<file path="config.mk">
export PLATFORM = sky130hd
export DESIGN_NAME = keypad_port
export DESIGN_NICKNAME = d
export VERILOG_FILES = /design/src/hdl/keypad_port.v
export VERILOG_INCLUDE_DIRS = /design/src /design/src/hdl
export SDC_FILE = /design/constraint.sdc
export NUM_CORES = 1
export LEC_CHECK = 0
export BUFFER_PORTS_ARGS = -buffer_cell sky130_fd_sc_hd__buf_2
export CAP_MARGIN = 20
export CORE_MARGIN = 3
export CORE_UTILIZATION = 54
export DETAILED_ROUTE_END_ITERATION = 12
export GPL_TIMING_DRIVEN = 0
export PLACE_DENSITY = 0.84
export SETUP_SLACK_MARGIN = 0.02
export SKIP_CTS_REPAIR_TIMING = 1
export SYNTH_ARGS = -nofsm -noshare
export SYNTH_HDL_FRONTEND = slang
export SYNTH_SLANG_ARGS = --single-unit
</file>
<file path="constraint.sdc">
create_clock -name clk -period 5.2 [get_ports clk]
set_input_delay 1.56 -clock clk [delete_from_list [all_inputs] [get_ports clk]]
set_output_delay 1.56 -clock clk [all_outputs]
set_load 0.02 [all_outputs]
</file>
<file path="src/hdl/keypad_port_map.vh">
// register map, field positions, reset values and notes for the keypad port
// Functional notes
// RQ1 - the port has eight pins, each input or output, with one direction bit per pin.
// RQ2 - a direction bit of one releases the pin driver so the pin is an input.
// RQ3 - a direction bit of zero drives the pin from its output latch.
// RQ4 - every pin has a weak pull-up, all enabled together when the active-low pull-up control bit 7 of the options register is zero.
// RQ5 - a pin configured as output never has its pull-up on.
// RQ6 - after reset the options register is all ones, so the pull-ups are off.
// RQ7 - only upper pins 7 to 4 configured as inputs take part in change detection.
// RQ8 - the upper pin levels are latched on each port read and compared continuously with the live levels.
// RQ9 - the four mismatch signals are ORed to set the change flag, bit 0 of the interrupt control register.
// RQ10 - a set change flag raises the wake request out of sleep.
// RQ11 - any read or write of the port data register ends the mismatch, after which software clears the flag.
// RQ12 - while a mismatch persists the flag keeps being set, so a clear only holds once the mismatch is gone.
// RQ13 - a pin change in the very cycle of a port read may be missed, optionally reproduced here.
// RQ14 - software should not poll the port while relying on change detection, since each read re-latches the compare value.
// RQ15 - the direction register resets to all ones, every pin an input.
// RQ16 - port writes load the output latches, reads return the pin levels, and the latches keep their value over reset.
// RQ17 - the change interrupt reaches the core only when the flag and its enable bit are both set.
`ifndef KEYPAD_PORT_MAP_VH
`define KEYPAD_PORT_MAP_VH
// register word indices (printed offsets are indices, byte address is four times)
`define PIN_DATA_IDX 8'h06
`define INTERRUPT_CONTROL_IDX 8'h0B
`define GLOBAL_OPTIONS_IDX 8'h81
`define PIN_DIRECTION_IDX 8'h86
`define EVENT_STATUS_IDX 8'h90
`define EVENT_MASK_IDX 8'h91
// field positions
`define PULLUP_DISABLE_N_BIT 7
`define CHANGE_FLAG_BIT 0
`define CHANGE_IRQ_ENABLE_BIT 3
// reset values
`define GLOBAL_OPTIONS_RST 8'hFF
`define PIN_DIRECTION_RST 8'hFF
`define INTERRUPT_CONTROL_RST 8'h00
`define EVENT_MASK_RST 2'h0
`endif

</file>
<file path="src/hdl/keypad_port.v">
// eight-bit keypad port with change detection and avalon register slave
`timescale 1ns/10ps
`default_nettype none
`include "keypad_port_map.vh"
module keypad_port
#(
  parameter MODEL_MISSED_FLAG = 0
)
(
  input wire clk,
  input wire resetn,
  input wire clk_en,
  input wire [9:0] avs_address,
  input wire avs_read,
  input wire avs_write,
  input wire [31:0] avs_writedata,
  input wire [3:0] avs_byteenable,
  output reg [31:0] avs_readdata,
  output wire avs_waitrequest,
  output reg [1:0] avs_response,
  input wire [7:0] pin_in,
  output wire [7:0] pin_out,
  output wire [7:0] pin_oe_n,
  output wire [7:0] pullup_en,
  output wire wake_request,
  output wire change_irq,
  output wire irq
);
  reg [7:0] pin_sync1;
  reg [7:0] pin_sync2;
  reg [7:0] out_latch;
  reg [7:0] pin_direction;
  reg [7:0] global_options;
  reg [7:0] interrupt_control;
  reg [3:0] latched_upper;
  reg [1:0] event_status;
  reg [1:0] event_mask;
  reg ack;
  reg [7:0] prev_pins;
  wire [7:0] idx;
  wire word_ok;
  wire req;
  wire rd;
  wire wr;
  wire hit_data;
  wire hit_intc;
  wire hit_opt;
  wire hit_dir;
  wire hit_stat;
  wire hit_mask;
  wire mapped;
  wire [3:0] mismatch;
  wire change_cond;
  wire pin_edge;
  wire data_access;
  wire missed;
  wire flag_set;
  // address decode, word aligned
  assign idx = avs_address[9:2];
  assign word_ok = (avs_address[1:0] == 2'h0);
  assign req = (avs_read | avs_write) & clk_en;
  assign rd = avs_read & ack & clk_en;
  assign wr = avs_write & ack & clk_en & avs_byteenable[0];
  assign hit_data = word_ok & (idx == `PIN_DATA_IDX);
  assign hit_intc = word_ok & (idx == `INTERRUPT_CONTROL_IDX);
  assign hit_opt = word_ok & (idx == `GLOBAL_OPTIONS_IDX);
  assign hit_dir = word_ok & (idx == `PIN_DIRECTION_IDX);
  assign hit_stat = word_ok & (idx == `EVENT_STATUS_IDX);
  assign hit_mask = word_ok & (idx == `EVENT_MASK_IDX);
  assign mapped = hit_data | hit_intc | hit_opt | hit_dir | hit_stat | hit_mask;
  // one wait cycle, then the answer
  assign avs_waitrequest = (avs_read | avs_write) & ~ack;
  // pin drivers and pull-ups per bit
  genvar g;
  generate
    for (g = 0; g < 8; g = g + 1)
    begin : pin_ctl
      assign pin_out[g] = out_latch[g]; // [RQ3]
      assign pin_oe_n[g] = pin_direction[g]; // [RQ2] [RQ1]
      assign pullup_en[g] = ~global_options[`PULLUP_DISABLE_N_BIT] & pin_direction[g]; // [RQ4] [RQ5]
    end
  endgenerate
  // upper input pins against the copy taken at the last port read or write
  assign mismatch = (pin_sync2[7:4] ^ latched_upper) & pin_direction[7:4]; // [RQ7] [RQ8]
  assign change_cond = |mismatch; // [RQ9]
  assign data_access = (rd | wr) & hit_data;
  // pin change landing on a port access: the re-latch would hide it
  assign pin_edge = |(pin_sync2[7:4] ^ prev_pins[7:4]);
  assign missed = data_access & (|((pin_sync2[7:4] ^ prev_pins[7:4]) & pin_direction[7:4])); // [RQ13]
  // flag set by a lasting mismatch, or by an access-edge change unless the missed case is modelled
  assign flag_set = (change_cond & ~data_access) | (missed & (MODEL_MISSED_FLAG == 0)); // [RQ9] [RQ13]
  assign wake_request = interrupt_control[`CHANGE_FLAG_BIT]; // [RQ10]
  assign change_irq = interrupt_control[`CHANGE_FLAG_BIT] & interrupt_control[`CHANGE_IRQ_ENABLE_BIT]; // [RQ17]
  assign irq = |(event_status & event_mask);
  // two-stage pin synchroniser
  always @(posedge clk)
  begin
    if (!resetn)
    begin
      pin_sync1 <= 8'h00;
      pin_sync2 <= 8'h00;
      prev_pins <= 8'h00;
    end
    else if (clk_en)
    begin
      pin_sync1 <= pin_in;
      pin_sync2 <= pin_sync1;
      prev_pins <= pin_sync2;
    end
  end
  // output latches keep their value over reset
  always @(posedge clk)
  begin
    if (clk_en && wr && hit_data)
      out_latch <= avs_writedata[7:0]; // [RQ16]
  end
  // control registers and change flag
  always @(posedge clk)
  begin
    if (!resetn)
    begin
      pin_direction <= `PIN_DIRECTION_RST; // [RQ15]
      global_options <= `GLOBAL_OPTIONS_RST; // [RQ6]
      interrupt_control <= `INTERRUPT_CONTROL_RST;
      latched_upper <= 4'h0;
      event_status <= 2'h0;
      event_mask <= `EVENT_MASK_RST;
      ack <= 1'b0;
    end
    else if (clk_en)
    begin
      ack <= req & ~ack;
      if (wr && hit_dir)
        pin_direction <= avs_writedata[7:0];
      if (wr && hit_opt)
        global_options <= avs_writedata[7:0];
      if (wr && hit_mask)
        event_mask <= avs_writedata[1:0];
      // port access re-latches the compare copy
      if (data_access)
        latched_upper <= pin_sync2[7:4]; // [RQ8] [RQ11] [RQ14]
      // mismatch set wins over software clear
      if (wr && hit_intc)
        interrupt_control <= avs_writedata[7:0];
      if (flag_set)
        interrupt_control[`CHANGE_FLAG_BIT] <= 1'b1; // [RQ9] [RQ12]
      // sticky events: bit0 change, bit1 pin edge; write one clears
      if (wr && hit_stat)
        event_status <= event_status & ~avs_writedata[1:0];
      if (flag_set)
        event_status[0] <= 1'b1;
      if (pin_edge)
        event_status[1] <= 1'b1;
    end
  end
  // read data and response
  always @(posedge clk)
  begin
    if (!resetn)
    begin
      avs_readdata <= 32'h00000000;
      avs_response <= 2'h0;
    end
    else if (clk_en && req && !ack)
    begin
      avs_response <= mapped ? 2'h0 : 2'h3;
      avs_readdata <= 32'h00000000;
      if (hit_data)
        avs_readdata[7:0] <= pin_sync2; // [RQ16]
      if (hit_intc)
        avs_readdata[7:0] <= interrupt_control;
      if (hit_opt)
        avs_readdata[7:0] <= global_options;
      if (hit_dir)
        avs_readdata[7:0] <= pin_direction;
      if (hit_stat)
        avs_readdata[1:0] <= event_status;
      if (hit_mask)
        avs_readdata[1:0] <= event_mask;
    end
  end
endmodule // keypad_port
`default_nettype wire

</file>
==> metrics <==
outcome=finished clean; Slew HR=0.468; Post-synth EDFFs=8; worst hold path endpoint=interrupt_control[5]; Num CTS Buffers=9; Slowest cell on crit path=o21ba_2; detailed router's first-iteration violation count=221; synth-to-layout area growth=21.7%; Net Sw Frac=0.260; Pint=0.862 mW; Synth area leaders=dfxtp_1, mux2i_1, edfxtp_1, buf_4, nor2b_1; Max Slew Vio Count=0; worst path cell trace=buf_2, o21ba_2, buf_2; Die Span Y=85.1 um; Max Cap Viol=0; crit path DAT=2.06 ns; VDD IR-drop max=0.000219 V; gpl congestion=0.886; fin crit share=0.696; # clock sinks=70; largest net degree at the start of global routing=13; startpoint type of the worst setup path=primary input; Psw=0.303 mW; top_reg_cell synth=dfxtp_1; # setup viols final=0; drt first pass iters=5; vias in the first global route=2981; largest area contributor in the netlist=dfxtp_1; pre-CTS setup slack=1.40 ns; Die X-Extent=85.1 um; worst-skew pair later-pin latency=0.35 ns; Fmax=276 MHz; Buffers on Ports=69; Initial Util=0.564; Synth top cells by count=dfxtp_1, nand2_1, mux2i_1, nor2b_1, nand3_1; gr ovfl total=0; unique cell type count in the Yosys netlist=50; top cell type's share of synthesized area=0.367; root buffer cell=clkbuf_8; R2R Path End=global_options[1]; die area=0.00725 mm^2; Crit Reg-Reg Startpoint=ack; FF-to-FF path depth=5; proportion of layout cells with a drive suffix above 1=0.240; hold_ws=0.457 ns; leak pwr=1.83 nW; Worst Tran Pin Value=0.795 ns; Period minus WS final=3.62 ns; Crit path max-delay family=buffers and inverters; FP Rows=28; power share of the clock group=0.402; global-route wire length before repair=14700 um; crit path capture type=output port; vias=3176; Buf/Inv on CP=2; routed len/inst=16.4 um; Design Power=1.16 mW; Syn Area/Cell=9.11 um^2; Layout Nets=533; Fin Setup TNS=0 ns; drt drc=0; CTS clk-pin slew, worst paths=0.07 ns; count of final hold-check violations=0; Yosys warning count=0; Synth Register Bits=70; core area=0.00599 mm^2; Max Buffers Root-to-Sink=2; CTS tree=built; clk_skew=0.00650 ns; Synth Instances=371; WL final=9080 um; Final WS setup=1.58 ns; RSZ-0062 raised after global routing=no; Ports=121; vias per std cell=5.73; Post-Syn Area=0.00338 mm^2; antenna violations before repair=0; top fanout value on the critical path=4; worst hold path startpoint=interrupt_control[5]; CP required=3.64 ns; antenna cell count=0; register area share after synthesis=0.438; Tot GR Track Use=0.258; Synth async-reset ratio=0; Setup Crit Path Kind=in -> out; post-route ant nets=0; most used cell, CP=buf_2; combinational power share=0.113; H-tree Lvls=3; hold depth=2; worst hold path class=reg -> reg; Reg2Reg Setup Slack=2.91 ns; detailed placer's ending HPWL=6830 um; pwr dens=283 mW/mm^2; top-count cell post-synth=dfxtp_1; slowest stage delay, CP=0.22 ns; Flop pwr share=0.485
## routing by layer
| metal | track usage | vias to the layer above | wire length (um) |
|---|---|---|---|
| met5 | 0 | - | 0 |
| met4 | 0.122 | 0 | 189 |
| met3 | 0.0456 | 21 | 754 |
| met2 | 0.427 | 160 | 4400 |
| met1 | 0.325 | 1512 | 3740 |
| li1 | - | 1483 | - |
## layout make-up
class | count | area, um^2
fill | 500 | 1880
clock buffer | 12 | 156
multi-input combinational | 274 | 1700
sequential | 70 | 1480
buffer | 46 | 268
inverter | 4 | 15.0
tap | 75 | 93.8
timing repair buffer | 69 | 345
clock inverter | 4 | 52.6
## flip-flops by register name, indices dropped and copies added (netlist names)
signal             flops
ack                    1
avs_readdata           8
avs_response           1
event_mask             2
event_status           2
global_options         8
interrupt_control      8
latched_upper          4
pin_oe_n               8
pin_out                8
pin_sync1              8
pin_sync2              8
prev_pins              4
## worst register-to-register path, stage by stage (launching register included)
cell and delay, ns:
dfxtp_1 0.41, and4_1 0.21, clkbuf_1 0.45, nand4_1 0.64, mux2i_1 0.36, nand2_1 0.08
## stage by stage
| step | cells | area [um^2] | utilization |
|---|---|---|---|
| floorplan | 394 | 3470 | - |
| global route | 554 | 4120 | 0.687 |
| CTS | 554 | 4120 | 0.687 |
| global placement | 538 | 3910 | 0.652 |
| finish | 554 | 4120 | 0.687 |
| detailed placement | 538 | 3910 | 0.652 |
## cells in the final DEF (no fill, tap or decap), types with 3 or more instances in the layout
cell type  netlist  routed
a21oi_1         19      19
edfxtp_1         8       8
dfxtp_1         62      62
nor2b_1         29      29
nand3_1         26      26
buf_4           25      25
clkbuf_8         0       9
buf_2            1      70
xor2_1           8       8
conb_1           1      24
a221oi_1         7       7
inv_1            4       4
mux2i_1         30      30
nand4_1          4       4
nand2_1         39      39
clkbuf_1        20      22
a21boi_0         5       5
o21ai_0         11      11
a22o_1           3       3
nor2_1          10      10
o211ai_1         3       3
or3_1            3       3
nor3_1          16      16
## cells by family (layout without fill, tap and decap cells)
group                  Yosys count  in the layout  synth area share
buffers and inverters           50            135            0.0836
AND/OR/NAND/NOR                146            146             0.233
XOR/XNOR                         8              8            0.0207
AO/OA/AOI/OAI                   65             65             0.131
multiplexers                    31             31            0.0922
flip-flops                      70             70             0.438
other                            1             24           0.00111
## power groups by stage
stage / clock network (mW) / logic, mW / registers, mW
after floorplan: 0 / 0.0861 / 0.578
after global routing: 0.498 / 0.143 / 0.566
after detailed placement: 0 / 0.130 / 0.577
after CTS: 0.469 / 0.130 / 0.565
final: 0.468 / 0.132 / 0.565
after global placement: 0 / 0.127 / 0.576
## worst max-delay path by stage
stage | depth (start not counted) | startpoint | end | slack (ns)
3_3_place_gp | 7 | avs_address[2] | event_status[0] | 1.48
2_1_floorplan | 6 | avs_address[7] | interrupt_control[0] | 1.82
5_1_grt | 3 | avs_write | avs_waitrequest | 1.56
4_1_cts | 3 | avs_write | avs_waitrequest | 1.58
3_5_place_dp | 6 | avs_address[2] | global_options[2] | 1.40
6_report | 3 | avs_write | avs_waitrequest | 1.58
No activity file was read; power rests on OpenSTA's default activity.
